`config.mk`:
```
export PLATFORM = sky130hd
export DESIGN_NAME = wrap_timer
export DESIGN_NICKNAME = d
export VERILOG_FILES = /design/src/design/wrap_timer_pkg.sv /design/src/design/wrap_timer.sv
export SDC_FILE = /design/constraint.sdc
export NUM_CORES = 1
export LEC_CHECK = 0
export BUFFER_PORTS_ARGS = -buffer_cell sky130_fd_sc_hd__buf_2
export CAP_MARGIN = 20
export CORE_MARGIN = 2
export CORE_UTILIZATION = 30
export DETAILED_ROUTE_END_ITERATION = 10
export PLACE_DENSITY = 0.6
export SLEW_MARGIN = 10
export SYNTH_ARGS = -nofsm -noshare
export SYNTH_HDL_FRONTEND = slang
export SYNTH_SLANG_ARGS = --single-unit
export TNS_END_PERCENT = 30
```
`constraint.sdc`:
```
create_clock -name clk -period 2.9 [get_ports clk]
set_input_delay 0.29 -clock clk [delete_from_list [all_inputs] [get_ports clk]]
set_output_delay 0.29 -clock clk [all_outputs]
set_load 0.005 [all_outputs]
```
`src/design/wrap_timer_pkg.sv`:
```
package wrap_timer_pkg;
   localparam int ADDR_W = 4;
   localparam logic [ADDR_W-1:0] OFS_STATUS = 4'h0;
   localparam logic [ADDR_W-1:0] OFS_CLKCFG = 4'h4;
   localparam logic [ADDR_W-1:0] OFS_COUNT = 4'h8;
   localparam logic [ADDR_W-1:0] OFS_WRAP = 4'hC;
   localparam int FLAG_BIT = 7;
   localparam int IRQEN_BIT = 6;
   localparam int CLEAR_BIT = 5;
   localparam int HALT_BIT = 4;
   localparam int SRC_LSB = 4;
   localparam int DIV_LSB = 0;
   localparam logic RST_IRQEN = 1'b0;
   localparam logic RST_HALT = 1'b1;
   localparam logic [1:0] RST_SRC = 2'h0;
   localparam logic [3:0] RST_DIV = 4'h0;
   localparam logic [7:0] RST_COUNT = 8'h00;
   localparam logic [7:0] RST_WRAP = 8'h00;
   localparam logic [3:0] DIV_MAX = 4'h8;
   localparam int SYNC_STAGES = 3;
   localparam logic [1:0] RESP_OKAY = 2'h0;
   localparam logic [1:0] RESP_SLVERR = 2'h2;

   typedef enum logic [1:0] {
      SRC_BUS, SRC_FIXED, SRC_PIN_FALL, SRC_PIN_RISE
   } src_e;

   typedef struct packed {
      src_e src;
      logic [3:0] div;
   } clk_cfg_s;

   typedef struct packed {
      logic irq_en;
      logic halt;
   } ctrl_s;
endpackage

```
`src/design/wrap_timer.sv`:
```
// Design decisions made here: the AXI4-Lite slave port and the register offsets.
`timescale 1ns/100ps
module wrap_timer (
   input wire logic clk, // bus clock, 250 MHz
   input wire logic rstn, // async reset, active low
   input wire logic ce, // clock enable, freezes all state when low
   input wire logic fixed_rate_clock, // fixed-rate clock, sampled
   input wire logic external_timer_pin, // external timer pin
   input wire logic [wrap_timer_pkg::ADDR_W-1:0] awaddr, // write address
   input wire logic awvalid, // write address valid
   output logic awready, // write address ready
   input wire logic [31:0] wdata, // write data
   input wire logic [3:0] wstrb, // write strobes
   input wire logic wvalid, // write data valid
   output logic wready, // write data ready
   output logic [1:0] bresp, // write response
   output logic bvalid, // write response valid
   input wire logic bready, // write response ready
   input wire logic [wrap_timer_pkg::ADDR_W-1:0] araddr, // read address
   input wire logic arvalid, // read address valid
   output logic arready, // read address ready
   output logic [31:0] rdata, // read data
   output logic [1:0] rresp, // read response
   output logic rvalid, // read data valid
   input wire logic rready, // read data ready
   output logic overflow_irq // overflow interrupt request
);
   import wrap_timer_pkg::*;

   ////////////////////////////////////////////////////////////////////////
   logic awready_r, wready_r, bvalid_r, arready_r, rvalid_r;
   logic [1:0] bresp_r, rresp_r;
   logic [31:0] rdata_r;
   logic [ADDR_W-1:0] aw_addr_r;
   logic [7:0] wbyte_r;
   logic wlane_r;
   logic wr_fire, rd_fire;
   logic wr_status, wr_clkcfg, wr_wrap, wr_ok;
   logic rd_status, rd_ok;

   logic overflow_flag_r, arm_r, irq_r;
   ctrl_s ctrl_r;
   clk_cfg_s cfg_r;
   logic [7:0] count_r, count_nxt, wrap_r, limit;
   logic [7:0] presc_r, mask;
   logic [3:0] div_eff;
   logic src_tick, ps_tick, wrap_evt, zero_cnt, clear_req;

   logic [SYNC_STAGES-1:0] pin_sync_r, fix_sync_r;
   logic pin_lvl_r, fix_lvl_r, pin_rise, pin_fall, fix_rise;

   assign awready = awready_r;
   assign wready = wready_r;
   assign bvalid = bvalid_r;
   assign bresp = bresp_r;
   assign arready = arready_r;
   assign rvalid = rvalid_r;
   assign rdata = rdata_r;
   assign rresp = rresp_r;
   assign overflow_irq = irq_r;

   ////////////////////////////////////////////////////////////////////////
   // write channel: address and data taken in any order, then one answer
   assign wr_fire = !awready_r && !wready_r && !bvalid_r;
   assign wr_ok = (aw_addr_r == OFS_STATUS) || (aw_addr_r == OFS_CLKCFG)
      || (aw_addr_r == OFS_COUNT) || (aw_addr_r == OFS_WRAP);
   assign wr_status = wr_fire && wlane_r && (aw_addr_r == OFS_STATUS);
   assign wr_clkcfg = wr_fire && wlane_r && (aw_addr_r == OFS_CLKCFG);
   assign wr_wrap = wr_fire && wlane_r && (aw_addr_r == OFS_WRAP);

   always_ff @(posedge clk or negedge rstn) begin
      if (!rstn) begin
         awready_r <= 1'b1;
         wready_r <= 1'b1;
         bvalid_r <= 1'b0;
         bresp_r <= RESP_OKAY;
         aw_addr_r <= '0;
         wbyte_r <= 8'h00;
         wlane_r <= 1'b0;
      end else if (ce) begin
         if (awvalid && awready_r) begin
            aw_addr_r <= awaddr;
            awready_r <= 1'b0;
         end
         if (wvalid && wready_r) begin
            wbyte_r <= wdata[7:0];
            wlane_r <= wstrb[0];
            wready_r <= 1'b0;
         end
         if (wr_fire) begin
            bvalid_r <= 1'b1;
            bresp_r <= wr_ok ? RESP_OKAY : RESP_SLVERR;
         end
         if (bvalid_r && bready) begin
            bvalid_r <= 1'b0;
            awready_r <= 1'b1;
            wready_r <= 1'b1;
         end
      end
   end

   ////////////////////////////////////////////////////////////////////////
   // read channel: data registered one cycle after the address is taken
   assign rd_fire = arvalid && arready_r;
   assign rd_status = rd_fire && (araddr == OFS_STATUS);
   assign rd_ok = (araddr == OFS_STATUS) || (araddr == OFS_CLKCFG)
      || (araddr == OFS_COUNT) || (araddr == OFS_WRAP);

   always_ff @(posedge clk or negedge rstn) begin
      if (!rstn) begin
         arready_r <= 1'b1;
         rvalid_r <= 1'b0;
         rdata_r <= 32'h0000_0000;
         rresp_r <= RESP_OKAY;
      end else if (ce) begin
         if (rd_fire) begin
            arready_r <= 1'b0;
            rvalid_r <= 1'b1;
            rresp_r <= rd_ok ? RESP_OKAY : RESP_SLVERR;
            case (araddr)
               OFS_STATUS: rdata_r <= {24'h000000, overflow_flag_r,
                  ctrl_r.irq_en, 1'b0, ctrl_r.halt, 4'h0};
               OFS_CLKCFG: rdata_r <= {24'h000000, 2'b00, cfg_r};
               OFS_COUNT: rdata_r <= {24'h000000, count_r};
               OFS_WRAP: rdata_r <= {24'h000000, wrap_r};
               default: rdata_r <= 32'h0000_0000;
            endcase
         end else if (rvalid_r && rready) begin
            rvalid_r <= 1'b0;
            arready_r <= 1'b1;
         end
      end
   end

   ////////////////////////////////////////////////////////////////////////
   // control and configuration bits
   always_ff @(posedge clk or negedge rstn) begin
      if (!rstn) begin
         ctrl_r.irq_en <= RST_IRQEN;
         ctrl_r.halt <= RST_HALT;
      end else if (ce && wr_status) begin
         ctrl_r.irq_en <= wbyte_r[IRQEN_BIT];
         ctrl_r.halt <= wbyte_r[HALT_BIT];
      end
   end

   always_ff @(posedge clk or negedge rstn) begin
      if (!rstn) begin
         cfg_r.src <= src_e'(RST_SRC);
         cfg_r.div <= RST_DIV;
      end else if (ce && wr_clkcfg) begin
         // count and prescaler are left alone on a change
         cfg_r.src <= src_e'(wbyte_r[SRC_LSB+:2]);
         cfg_r.div <= wbyte_r[DIV_LSB+:4];
      end
   end

   always_ff @(posedge clk or negedge rstn) begin
      if (!rstn) begin
         wrap_r <= RST_WRAP;
      end else if (ce && wr_wrap) begin
         wrap_r <= wbyte_r;
      end
   end

   ////////////////////////////////////////////////////////////////////////
   // input synchronisers: a level counts once stages two and three agree
   always_ff @(posedge clk or negedge rstn) begin
      if (!rstn) begin
         pin_sync_r <= '0;
         fix_sync_r <= '0;
         pin_lvl_r <= 1'b0;
         fix_lvl_r <= 1'b0;
      end else if (ce) begin
         pin_sync_r <= {pin_sync_r[SYNC_STAGES-2:0],
            external_timer_pin};
         fix_sync_r <= {fix_sync_r[SYNC_STAGES-2:0], fixed_rate_clock};
         if (pin_sync_r[1] == pin_sync_r[2]) begin
            pin_lvl_r <= pin_sync_r[2];
         end
         if (fix_sync_r[1] == fix_sync_r[2]) begin
            fix_lvl_r <= fix_sync_r[2];
         end
      end
   end

   // one-cycle pulses on the filtered levels
   assign pin_rise = (pin_sync_r[1] == pin_sync_r[2])
      && pin_sync_r[2] && !pin_lvl_r;
   assign pin_fall = (pin_sync_r[1] == pin_sync_r[2])
      && !pin_sync_r[2] && pin_lvl_r;
   assign fix_rise = (fix_sync_r[1] == fix_sync_r[2])
      && fix_sync_r[2] && !fix_lvl_r;

   ////////////////////////////////////////////////////////////////////////
   // source selection and power-of-two prescaler
   always_comb begin
      case (cfg_r.src)
         SRC_BUS: src_tick = 1'b1;
         SRC_FIXED: src_tick = fix_rise;
         SRC_PIN_FALL: src_tick = pin_fall;
         SRC_PIN_RISE: src_tick = pin_rise;
         default: src_tick = 1'b1;
      endcase
   end

   assign div_eff = (cfg_r.div > DIV_MAX) ? DIV_MAX : cfg_r.div;
   assign mask = 8'((9'h001 << div_eff) - 9'h001);
   assign ps_tick = src_tick && !ctrl_r.halt
      && ((presc_r & mask) == mask);

   always_ff @(posedge clk or negedge rstn) begin
      if (!rstn) begin
         presc_r <= 8'h00;
      end else if (ce) begin
         if (zero_cnt) begin
            presc_r <= 8'h00;
         end else if (src_tick && !ctrl_r.halt) begin
            presc_r <= presc_r + 8'h01;
         end
      end
   end

   ////////////////////////////////////////////////////////////////////////
   // main counter
   assign zero_cnt = (wr_status && wbyte_r[CLEAR_BIT]) || wr_wrap;
   assign limit = (wrap_r == 8'h00) ? 8'hFF : wrap_r;
   // a wrap in the cycle of a clear still sets the flag: the set wins
   assign wrap_evt = ps_tick && (count_r == limit);

   always_comb begin
      count_nxt = count_r;
      if (zero_cnt) begin
         count_nxt = 8'h00;
      end else if (ps_tick) begin
         count_nxt = (count_r == limit) ? 8'h00 : count_r + 8'h01;
      end
   end

   always_ff @(posedge clk or negedge rstn) begin
      if (!rstn) begin
         count_r <= RST_COUNT;
      end else if (ce) begin
         count_r <= count_nxt;
      end
   end

   ////////////////////////////////////////////////////////////////////////
   // overflow flag with two-step clear; a new overflow always wins
   assign clear_req = wr_status && !wbyte_r[FLAG_BIT] && arm_r;

   always_ff @(posedge clk or negedge rstn) begin
      if (!rstn) begin
         overflow_flag_r <= 1'b0;
      end else if (ce) begin
         if (wrap_evt) begin
            overflow_flag_r <= 1'b1;
         end else if (clear_req || zero_cnt) begin
            overflow_flag_r <= 1'b0;
         end
      end
   end

   always_ff @(posedge clk or negedge rstn) begin
      if (!rstn) begin
         arm_r <= 1'b0;
      end else if (ce) begin
         if (wrap_evt || wr_status || zero_cnt) begin
            arm_r <= 1'b0;
         end else if (rd_status && overflow_flag_r) begin
            arm_r <= 1'b1;
         end
      end
   end

   always_ff @(posedge clk or negedge rstn) begin
      if (!rstn) begin
         irq_r <= 1'b0;
      end else if (ce) begin
         irq_r <= ctrl_r.irq_en && overflow_flag_r;
      end
   end

   ////////////////////////////////////////////////////////////////////////
   // checks
   flag_sets_a: assert property (@(posedge clk) disable iff (!rstn || !ce)
      wrap_evt |=> overflow_flag_r)
      else $error("overflow did not set the flag");
   no_read_clear_a: assert property (@(posedge clk) disable iff (!rstn || !ce)
      overflow_flag_r && !arm_r && !zero_cnt |=> overflow_flag_r)
      else $error("flag cleared without a prior status read");
   strobe_clear_a: assert property (@(posedge clk) disable iff (!rstn || !ce)
      zero_cnt && !wrap_evt |=> !overflow_flag_r && count_r == 8'h00)
      else $error("clear strobe or wrap write did not clear");
   irq_follows_a: assert property (@(posedge clk) disable iff (!rstn || !ce)
      ##1 overflow_irq == $past(ctrl_r.irq_en && overflow_flag_r))
      else $error("interrupt request does not follow enable and flag");
   halt_freezes_a: assert property (@(posedge clk) disable iff (!rstn || !ce)
      ctrl_r.halt && !zero_cnt |=> $stable(count_r))
      else $error("counter moved while halted");
   reset_defaults_a: assert property (@(posedge clk)
      $rose(rstn) |-> ctrl_r.halt && !ctrl_r.irq_en
         && cfg_r.div == RST_DIV && cfg_r.src == SRC_BUS)
      else $error("wrong values after reset");
   read_zero_a: assert property (@(posedge clk) disable iff (!rstn || !ce)
      rd_status |=> rdata_r[31:8] == 24'h000000
         && rdata_r[CLEAR_BIT] == 1'b0 && rdata_r[3:0] == 4'h0)
      else $error("unused or strobe bits read nonzero");
   cfg_zero_a: assert property (@(posedge clk) disable iff (!rstn || !ce)
      rd_fire && araddr == OFS_CLKCFG |=> rdata_r[31:6] == 26'h0000000)
      else $error("unused clock config bits read nonzero");
   div_rate_a: assert property (@(posedge clk) disable iff (!rstn || !ce)
      ps_tick && cfg_r.src == SRC_BUS && cfg_r.div == 4'h1 && !zero_cnt
      ##1 (cfg_r.div == 4'h1 && !ctrl_r.halt && !zero_cnt)
      |-> !ps_tick)
      else $error("divide-by-two ticked twice in a row");
   big_div_a: assert property (@(posedge clk) disable iff (!rstn || !ce)
      cfg_r.div > DIV_MAX |-> mask == 8'hFF)
      else $error("large divider code not clipped to 256");
   wrap_zero_a: assert property (@(posedge clk) disable iff (!rstn || !ce)
      wrap_evt |=> count_r == 8'h00)
      else $error("counter did not wrap to zero");
   abandon_a: assert property (@(posedge clk) disable iff (!rstn || !ce)
      wrap_evt |=> !arm_r)
      else $error("overflow did not abandon the clear sequence");
   arm_clear_a: assert property (@(posedge clk) disable iff (!rstn || !ce)
      clear_req && !wrap_evt |=> !overflow_flag_r)
      else $error("armed zero write did not clear the flag");
   pin_pulse_a: assert property (@(posedge clk) disable iff (!rstn || !ce)
      pin_rise |=> !pin_rise)
      else $error("pin edge pulse longer than one cycle");
   count_step_a: assert property (@(posedge clk) disable iff (!rstn || !ce)
      !ps_tick && !zero_cnt |=> $stable(count_r))
      else $error("counter moved without a prescaler pulse");

   overflow_c: cover property (@(posedge clk) disable iff (!rstn)
      wrap_evt && wrap_r != 8'h00);
   free_run_c: cover property (@(posedge clk) disable iff (!rstn)
      wrap_evt && wrap_r == 8'h00);
   two_step_c: cover property (@(posedge clk) disable iff (!rstn)
      clear_req && overflow_flag_r);
   pin_count_c: cover property (@(posedge clk) disable iff (!rstn)
      ps_tick && cfg_r.src == SRC_PIN_FALL);
   abandon_c: cover property (@(posedge clk) disable iff (!rstn)
      arm_r && wrap_evt);
endmodule

```
==> results of run 1 <==
-- report_power, final --
part | internal, W | switching, W
registers | 0.00131 | 0.000340
clock network | 0.000649 | 0.000417
logic | 0.000715 | 0.000597
total | 0.00267 | 0.00135
-- layout make-up --
class	count	area, sq um	area share, %
Timing Repair Buffer	51	290.3	6.550
Multi-Input combinational cell	254	1815	40.97
Clock buffer	12	266.5	6.014
Clock inverter	4	28.78	0.6494
Inverter	9	33.78	0.7623
Tap cell	172	215.2	4.856
Sequential cell	71	1782	40.20
-- stage by stage --
stage,instances,instance area [sq um],worst slack [ns],power (W),hold slack [ns]
final,573,4432,0.1414,0.004026,0.04541
after global routing,573,4432,0.01153,0.004312,0.1050
after CTS,571,4417,0.1062,0.004034,0.06658
after detailed placement,555,4121,0.09758,0.002952,0.4202
after global placement,555,4121,0.1404,0.002894,0.4135
after floorplan,373,3890,0.2054,0.002616,-0.005591
-- final timing paths --
| path | slack [ns] | cells past startpoint | end |
|---|---|---|---|
| worst max register to register | 0.14 | 8 | count_r[6]$_DFFE_PN0P_ |
| worst max-delay path | 0.14 | 8 | count_r[6]$_DFFE_PN0P_ |
| max in group asynchronous | 2.13 | 2 | awready$_DFFE_PN1P_ |
| worst min-delay path | 0.05 | 1 | presc_r[2]$_DFFE_PN0P_ |
| worst min register to register | 0.47 | 2 | rdata[7]$_DFFE_PN0P_ |
| min in group clk | 0.14 | 2 | arready$_DFFE_PN1P_ |
-- worst register-to-register path, stage by stage (launching register included) --
cell,delay (ns)
dfrtp_1,0.37
or4_1,0.55
ha_1,0.26
or3_1,0.31
a211oi_1,0.20
and4bb_2,0.30
a31oi_4,0.24
nor3_4,0.10
a221o_1,0.31
-- layout by cell type (no fill, tap or decap), drive strengths merged, types with 8 or more instances in the layout --
master and count:
xor2 8, nor2b 10, nor2 16, clkbuf 12, conb 26, mux2 41, dfrtp 67, o21ai 17
nand2 34, inv 9, buf 51
-- metal layers --
| metal | track usage, % | up-vias |
|---|---|---|
| met1 | 17.11 | 1334 |
| li1 | - | 1301 |
| met4 | 6.111 | 0 |
| met3 | 3.010 | 10 |
| met5 | 0 | - |
| met2 | 18.37 | 70 |
-- logic make-up after synthesis --
family / synth area share [%]
and+or+nand+nor: 15.33
AOI/OAI and AO/OA: 12.16
xor gates and xnor gates: 2.769
buffers and inverters: 7.713
muxes: 13.02
DFF: 46.93
adders and majority gates: 1.978
other: 0.09878
-- registers in the layout, summed over array words and instances, names as in the netlist --
register         cells
fix_lvl_r            1
pin_lvl_r            1
rresp                1
rvalid               1
overflow_irq         1
awready              1
count_r              8
bresp                1
bvalid               1
arm_r                1
wlane_r              1
wrap_r               8
wready               1
cfg_r                6
wbyte_r              8
pin_sync_r           3
presc_r              8
aw_addr_r            4
arready              1
ctrl_r               2
fix_sync_r           3
overflow_flag_r      1
rdata                8
-- repair_timing --
action	in CTS	in global routing
endpoints found under the setup margin	0	1
resized for setup	0	0
setup buffers	0	2
==> results.md, run 1 <==
* WS Path Type: reg2reg
* Largest net degree at the start of global routing at 40
* Final Util at 35.55%
* Overflow after GRT at 0
* Dominant cell type by area after synthesis: dfrtp_1
* Wire length on met3 at 425 microns
* Fillcell total at 1238
* WL met2 at 3.494 mm
* Leakage at 2.046 nW
* Vias/cell at 4.738
* Delay-heaviest family, CP: simple AND/OR/NAND/NOR gates
* Clk_lat worst skew at 0.33 ns
* Final wirelength at 7.890 mm
* DIE HEIGHT at 116.5 microns
* Peak supply drop at 369.0 uV
* Setup TNS Final at 0 ns
* Crit path from: cfg_r[0]$_DFFE_PN0P_
* Row count at 41
* Max-slew violations at 0
* Vias in the first global route at 2569
* Detailed-placement wirelength estimate at 5.770 mm
* WP buf/inv at 0
* # DRC at 0
* CP cell instances: or4_1, ha_1, or3_1, a211oi_1, and4bb_2, a31oi_4, nor3_4, a221o_1
* Port buffer count at 42
* Max_slew headroom at 46.91%
* Syn Area/Cell at 10.91 sq um
* Min Tclk post-route at 2.759 ns
* IO Pins at 96
* Clock Sinks at 71
* Post-route ant nets at 0
* Clk buf depth at 2
* Root buf cell: clkbuf_16
* Worst slew pin tran at 0.7964 ns
* Global placement routability congestion at 0.7773
* Num CTS Buffers at 9
* Global-route wire length before repair at 13.01 mm
* Layout Area Growth over Synthesis at 16.74%
* First-iteration detailed-routing DRC count at 132
* Outcome: completed
* PwrDens at 908.5 mW/mm^2
* RR Startpoint: cfg_r[0]$_DFFE_PN0P_
* TritonRoute pass-1 iters at 4
* Worst path slowest cell: or4_1
* Synthesized netlist cell count at 348
* Dominant synthesized flop cell: dfrtp_1
* RSZ-0062 raised after global routing: false
* Area of the core at 0.01247 sq mm
* Worst Setup End Kind: flop
* CTS H-tree depth at 3
* Initial antenna violation count at 0
* Die X-Extent at 116.5 microns
* Post-synth top cells: 67 x dfrtp_1, 41 x mux2_2, 34 x nand2_1
* EDFF count, synth at 0
* Reg clk slew, reported paths at 0.06 ns
* DIE AREA at 0.01357 sq mm
* Initial Util at 30.45%
* Clk_skew at 0.007132 ns
* Critical Path AT at 2.97 ns
* Max Clock Freq at 362.5 MHz
* ANT cells at 0
* Top-area cell type share of the netlist area at 44.17%
* CP Launch Type: flop
* Final setup viols at 0
* Mapped Area at 0.003796 sq mm
* Crit-path max FO at 6
* Ys async rst share at 100.0%
* Top cells by area, synth: dfrtp_1 44%, mux2_2 12%, buf_4 5.1%, nand2_1 3.4%, dfstp_2 2.8%
* Final Hold Viols at 0
* Vias post-DR at 2715
* CTS tree: done
* Path category of the worst min-delay check: in2async
* Final period util at 95.12%
* GRT Overall Usage at 12.45%
* Yosys reg bits at 71
* Seq/Total Area, Yosys at 46.93%
* Most numerous cell in the Yosys netlist: dfrtp_1
* Netlist cell types at 57
* Yosys warns at 0
* Critical path required time at 3.11 ns
* Max Cap Violations at 0
* Highest routing layer actually used: met4
* Drt wl/cell at 13.77 microns
* Share of cells above drive strength 1 at 31.92%
* Final #Nets at 456
* Routed length on met1 at 3.807 mm
* Largest stage delay, worst path at 0.55 ns
* Hold_buf cts at 0
Power figures use the tool's default switching activity.
==> inputs of run 2 (changes only) <==
==> constraint.sdc (replaced) <==
create_clock -name clk -period 3.5 [get_ports clk]
set_input_delay 0.175 -clock clk [delete_from_list [all_inputs] [get_ports clk]]
set_output_delay 0.175 -clock clk [all_outputs]
set_load 0.005 [all_outputs]
==> run 2 against run 1 <==
Worst setup slack improved by 0.43 ns. Sequential cell count is the same. First-iteration DRC count grew 14%. Register-to-register slack improved by 0.43 ns. Final area about the same. Hold slack got worse by 0.031 ns. Largest power group unchanged.
==> results.md, run 2 (synthesized netlist as in run 1, its figures left out) <==
* RR Startpoint: cfg_r[0]$_DFFE_PN0P_
* Max_slew headroom at 50.19% (+3.3 points)
* Drt wl/cell at 13.97 microns (+1.5%)
* Final setup viols at 0 (unchanged)
* Worst Hold Path Cells at 2
* Initial antenna violation count at 0 (unchanged)
* Share of cells above drive strength 1 at 30.81% (-1.1 points)
* Final Hold Viols at 0 (unchanged)
* Path category of the worst min-delay check: in2reg
* Global placement routability congestion at 0.7641 (-1.7%)
* Post-CTS Resized at 0 (unchanged)
* Critical path required time at 3.71 ns (+0.60 ns)
* Setup slack at placement at 0.5789 ns (+0.4813 ns)
* Clk buf depth at 2 (unchanged)
* Post-CTS setup buffers at 0 (unchanged)
* Initial Util at 30.45% (unchanged)
* RSZ-0062 raised after global routing: false
* Detailed-placement wirelength estimate at 5.745 mm (-0.43%)
* Row count at 41 (unchanged)
* ANT cells at 0 (unchanged)
* Commonest non-fill, non-tap cell in the layout: dfrtp_1
* Delay-heaviest family, CP: simple AND/OR/NAND/NOR gates
* Clk_lat worst skew at 0.33 ns (about the same)
* Vias in the first global route at 2439 (-5.1%)
* First-iteration detailed-routing DRC count at 150 (+14%)
* IO Pins at 96 (unchanged)
* Peak supply drop at 318.6 uV (-14%)
* Placed Cells at 551 (-0.72%)
* Met1 usage at 16.25% (-0.86 points)
* Max Cap Violations at 0 (unchanged)
* Area of the core at 0.01247 sq mm (unchanged)
* Reg clk slew, reported paths at 0.06 ns (about the same)
* Worst path slowest cell: or4_1
* CTS H-tree depth at 3 (unchanged)
* Crit-path max FO at 8 (+2)
* Final #Nets at 451 (-1.1%)
* CTS tree: done
* Critical Path AT at 3.15 ns (+0.18 ns)
* R2R setup slack at 0.57 ns (+0.43 ns)
* Stages on worst setup path at 8 (unchanged)
* Overflow after GRT at 0 (unchanged)
* Most frequent cells in the layout: 67 x dfrtp_1, 42 x buf_2, 41 x mux2_2
* Final wirelength at 7.936 mm (+0.58%)
* Layout Area Growth over Synthesis at 16.84% (about the same)
* Grt peak-use layer: met2
* Final period util at 83.78% (-11 points)
* Fillcell total at 1219 (-1.5%)
* Die X-Extent at 116.5 microns (unchanged)
* WP buf/inv at 0 (unchanged)
* Hold_buf cts at 1 (+1)
* Port buffer count at 42 (unchanged)
* Worst Setup End Kind: flop
* R2R depth at 8 (unchanged)
* Num CTS Buffers at 9 (unchanged)
* Met2 GRT Util at 17.79% (-0.58 points)
* # DRC at 0 (unchanged)
* Vias post-DR at 2703 (-0.44%)
* Hold path start: arvalid
* CP Launch Type: flop
* Clock Sinks at 71 (unchanged)
* Outcome: completed
* FF-to-FF End: count_r[6]$_DFFE_PN0P_
* Setup TNS Final at 0 ns (unchanged)
* CP cell instances: or4_1, ha_1, or3_1, a211oi_1, and4bb_2, a31oi_4, nor3_4, a221o_1
* Largest net degree at the start of global routing at 49 (+23%)
* Hold Path End: arready$_DFFE_PN1P_
* Worst Slack Setup Final at 0.5678 ns (+0.4265 ns)
* TritonRoute pass-1 iters at 4 (unchanged)
* Max Clock Freq at 341.0 MHz (-5.9%)
* DIE AREA at 0.01357 sq mm (unchanged)
* Vias/cell at 4.759 (+0.43%)
* Global-route wire length before repair at 12.37 mm (-4.9%)
* Clk_skew at 0.006202 ns (-0.0009299 ns)
* Leakage at 2.032 nW (-0.67%)
* GRT Overall Usage at 11.91% (-0.55 points)
* Root buf cell: clkbuf_16
* Worst slew pin tran at 0.7443 ns (-0.05205 ns)
* Min Tclk post-route at 2.932 ns (+0.1735 ns)
* PwrDens at 783.8 mW/mm^2 (-14%)
* DIE HEIGHT at 116.5 microns (unchanged)
* Max-slew violations at 0 (unchanged)
* Largest stage delay, worst path at 0.58 ns (+0.03 ns)
* Met3 GRT Util at 3.425% (+0.42 points)
* WS Path Type: reg2reg
* Final non-filler cell total at 568 (-0.87%)
* Post-route ant nets at 0 (unchanged)
-- run 2: final cells by class --
cell class / instances / area [sq um] / area share (%)
repair buffers: 46 / 242.7 / 5.473
clock inverters: 7 / 121.4 / 2.736
flip-flops and latches: 71 / 1782 / 40.17
clock buffers: 9 / 225.2 / 5.078
well taps: 172 / 215.2 / 4.852
multi-input cells: 254 / 1815 / 40.93
inverters: 9 / 33.78 / 0.7616
-- run 2: worst max-delay path by stage --
| stage | end | slack (ns) | start |
|---|---|---|---|
| 2_1_floorplan | count_r[6]$_DFFE_PN0P_ | 0.81 | cfg_r[0]$_DFFE_PN0P_ |
| 3_3_place_gp | count_r[6]$_DFFE_PN0P_ | 0.65 | cfg_r[0]$_DFFE_PN0P_ |
| 3_5_place_dp | count_r[6]$_DFFE_PN0P_ | 0.58 | cfg_r[0]$_DFFE_PN0P_ |
| 4_1_cts | count_r[6]$_DFFE_PN0P_ | 0.57 | cfg_r[0]$_DFFE_PN0P_ |
| 5_1_grt | count_r[6]$_DFFE_PN0P_ | 0.45 | cfg_r[0]$_DFFE_PN0P_ |
| 6_report | count_r[6]$_DFFE_PN0P_ | 0.57 | cfg_r[0]$_DFFE_PN0P_ |
-- run 2: power by group --
| part | leakage (nW) | internal (W) | switching (W) |
|---|---|---|---|
| sequential | 0.892 | 0.00108 | 0.000290 |
| combinational | 0.982 | 0.000566 | 0.000480 |
| clock | 0.158 | 0.000697 | 0.000361 |
-- run 2: worst reg2reg max path, delay by kind of cell, from the launching register on --
kind / cells / cell delay [ns]
AOI/OAI and AO/OA: 3 / 0.79
adders and majority gates: 1 / 0.27
DFF: 1 / 0.45
and+or+nand+nor: 4 / 1.31
-- run 2: stage by stage --
step | utilization [%] | total power, W | area, sq um | hold slack (ns)
floorplan | - | 0.002167 | 3890 | -0.1206
global placement | 32.72 | 0.002383 | 4079 | 0.1951
detailed placement | 32.72 | 0.002427 | 4079 | 0.2113
CTS | 35.58 | 0.003494 | 4436 | 0.01665
global route | 35.58 | 0.003690 | 4436 | 0.01781
finish | 35.58 | 0.003477 | 4436 | 0.01466
-- run 2: routing by layer --
layer | wire, microns | share of wire, % | vias up
li1 | - | - | 1292
met1 | 3875 | 49 | 1331
met2 | 3564 | 45 | 72
met3 | 397 | 5.0 | 8
met4 | 98 | 1.2 | 0
met5 | 0 | 0 | -
==> inputs of run 3 (changes only) <==
clock period = 2.8 ns   (was 3.5 ns; I/O delays follow)
==> run 3 against run 2 <==
Clock power grew 16%. Highest routed layer unchanged. Combinational power up 32%. First-iteration DRC count shrank 4.0%. Final area grew 1.1%. Clock skew grew 0.0013 ns. Largest cell class unchanged. Maximum frequency rose by 7.2%. Power grew 25%. Hold slack improved by 0.027 ns. Count of clock-buffer cells in the layout rose by 2.
==> results.md, run 3 (synthesized netlist as in run 1, its figures left out) <==
* Outcome: completed
* DIE AREA at 0.01357 sq mm (unchanged)
* Worst Setup End Kind: flop
* Die X-Extent at 116.5 microns (unchanged)
* Share of cells above drive strength 1 at 32.67% (+1.9 points)
* Post-route ant nets at 0 (unchanged)
* Clk buf depth at 2 (unchanged)
* Path category of the worst min-delay check: in2async
* Num CTS Buffers at 9 (unchanged)
* Met3 GRT Util at 2.802% (-0.62 points)
* FF-to-FF End: count_r[6]$_DFFE_PN0P_
* Root buf cell: clkbuf_16
* Clk_lat worst skew at 0.33 ns (about the same)
* Crit-path max FO at 6 (-2)
* First-iteration detailed-routing DRC count at 144 (-4.0%)
* Max_slew headroom at 39.73% (-10 points)
* Detailed-placement wirelength estimate at 5.650 mm (-1.7%)
* WS Path Type: reg2reg
* Largest net degree at the start of global routing at 72 (+47%)
* RR Startpoint: cfg_r[0]$_DFFE_PN0P_
* Port buffer count at 42 (unchanged)
* CTS tree: done
* Clk_skew at 0.007523 ns (+0.001321 ns)
* Row count at 41 (unchanged)
* Critical Path AT at 2.95 ns (-0.20 ns)
* Vias/cell at 4.694 (-1.4%)
* Reg clk slew, reported paths at 0.06 ns (about the same)
* Crit path from: cfg_r[0]$_DFFE_PN0P_
* IO Pins at 96 (unchanged)
* Commonest non-fill, non-tap cell in the layout: dfrtp_1
* Final non-filler cell total at 576 (+1.4%)
* # DRC at 0 (unchanged)
* Max Cap Violations at 0 (unchanged)
* Total power at 0.004331 W (+25%)
* R2R depth at 8 (unchanged)
* Final #Nets at 459 (+1.8%)
* ANT cells at 0 (unchanged)
* Placed Cells at 557 (+1.1%)
* DIE HEIGHT at 116.5 microns (unchanged)
* GRT Overall Usage at 12.31% (+0.41 points)
* Min Tclk post-route at 2.736 ns (-0.1960 ns)
* Initial Util at 30.45% (unchanged)
* Initial antenna violation count at 0 (unchanged)
* Vias post-DR at 2704 (+0.037%)
* Drt wl/cell at 13.77 microns (-1.4%)
* Global placement routability congestion at 0.8752 (+15%)
* Met2 GRT Util at 18.14% (+0.35 points)
* TritonRoute pass-1 iters at 4 (unchanged)
* Peak supply drop at 408.1 uV (+28%)
* Final wirelength at 7.933 mm (about the same)
* Final setup viols at 0 (unchanged)
* Layout Area Growth over Synthesis at 18.09%
* Vias in the first global route at 2549 (+4.5%)
* Grt peak-use layer: met2
* Worst hold slack at 0.04201 ns (+0.02735 ns)
* Area of the core at 0.01247 sq mm (unchanged)
* Global-route wire length before repair at 12.81 mm (+3.6%)
* Met1 usage at 16.96% (+0.71 points)
* PwrDens at 966.0 mW/mm^2 (+23%)
* RSZ-0062 raised after global routing: true
* R2R setup slack at 0.06 ns (-0.50 ns)
* Max-slew violations at 0 (unchanged)
* Final Hold Viols at 0 (unchanged)
* CTS H-tree depth at 3 (unchanged)
* CP Launch Type: flop
* Worst slew pin tran at 0.9041 ns (+0.1598 ns)
* Critical path required time at 3.01 ns (-0.70 ns)
* Fillcell total at 1237 (+1.5%)
* Overflow after GRT at 0 (unchanged)
* Final period util at 97.72% (+14 points)
* Leakage at 2.074 nW (+2.0%)
* Clock Sinks at 71 (unchanged)
* Max Clock Freq at 365.5 MHz (+7.2%)
* Most frequent cells in the layout: 67 x dfrtp_1, 42 x buf_2, 41 x mux2_2
## run 3: changes by cell type in the layout (fill, tap and decap cells not counted), sizes merged
cell,before,now
clkbuf,9,11
buf,45,53
clkinv,1,2
clkinvlp,3,1
bufinv,3,2
## run 3: layout make-up
class | count | area, sq um | area share [%]
tap | 172 | 215.2 | 4.800
clock inverter | 5 | 81.33 | 1.814
multi-input combinational | 254 | 1826 | 40.72
sequential | 71 | 1782 | 39.74
clock buffer | 11 | 242.7 | 5.414
inverter | 9 | 33.78 | 0.7536
timing repair buffer | 54 | 302.8 | 6.754
## run 3: report_power, final
group | switching, W | internal, W | total (W)
combinational | 0.000629 | 0.000760 | 0.00139
sequential | 0.000352 | 0.00135 | 0.00171
clock | 0.000431 | 0.000804 | 0.00123
## run 3: worst max-delay path by stage
stage                        endpoint  slack, ns  cells past startpoint
2_1_floorplan  count_r[6]$_DFFE_PN0P_       0.11                      8
6_report       count_r[6]$_DFFE_PN0P_       0.06                      8
5_1_grt        count_r[6]$_DFFE_PN0P_      -0.02                      8
4_1_cts        count_r[6]$_DFFE_PN0P_       0.02                      8
3_5_place_dp   count_r[6]$_DFFE_PN0P_       0.02                      8
3_3_place_gp   count_r[6]$_DFFE_PN0P_       0.06                      8
## run 3: metrics by stage
stage | setup TNS [ns] | instance area, sq um | worst slack [ns] | util [%]
finish | 0 | 4483 | 0.06389 | 35.96
global route | -0.02359 | 4483 | -0.02359 | 35.96
floorplan | 0 | 3890 | 0.1054 | -
detailed placement | 0 | 4124 | 0.02064 | 33.08
global placement | 0 | 4124 | 0.06482 | 33.08
CTS | 0 | 4458 | 0.02030 | 35.76
## run 3: critical path: stages, from the launching register on
cell and delay (ns):
dfrtp_1 0.38, or4_4 0.54, ha_1 0.23, or3_1 0.31
a211oi_1 0.21, and4bb_2 0.30, a31oi_4 0.25, nor3_4 0.10
a221o_1 0.31
## run 3: what timing repair did
| action | in CTS | in global routing |
|---|---|---|
| endpoints found under the hold margin | 1 | 0 |
| endpoints found under the setup margin | 0 | 8 |
| hold buffers | 1 | 0 |
| gates resized for setup | 0 | 3 |
| buffers inserted | 0 | 2 |
## run 3: routing by layer
metal / wire [microns] / up-vias
met5: 0 / -
met4: 136 / 0
met3: 340 / 10
met2: 3614 / 68
met1: 3842 / 1315
li1: - / 1311
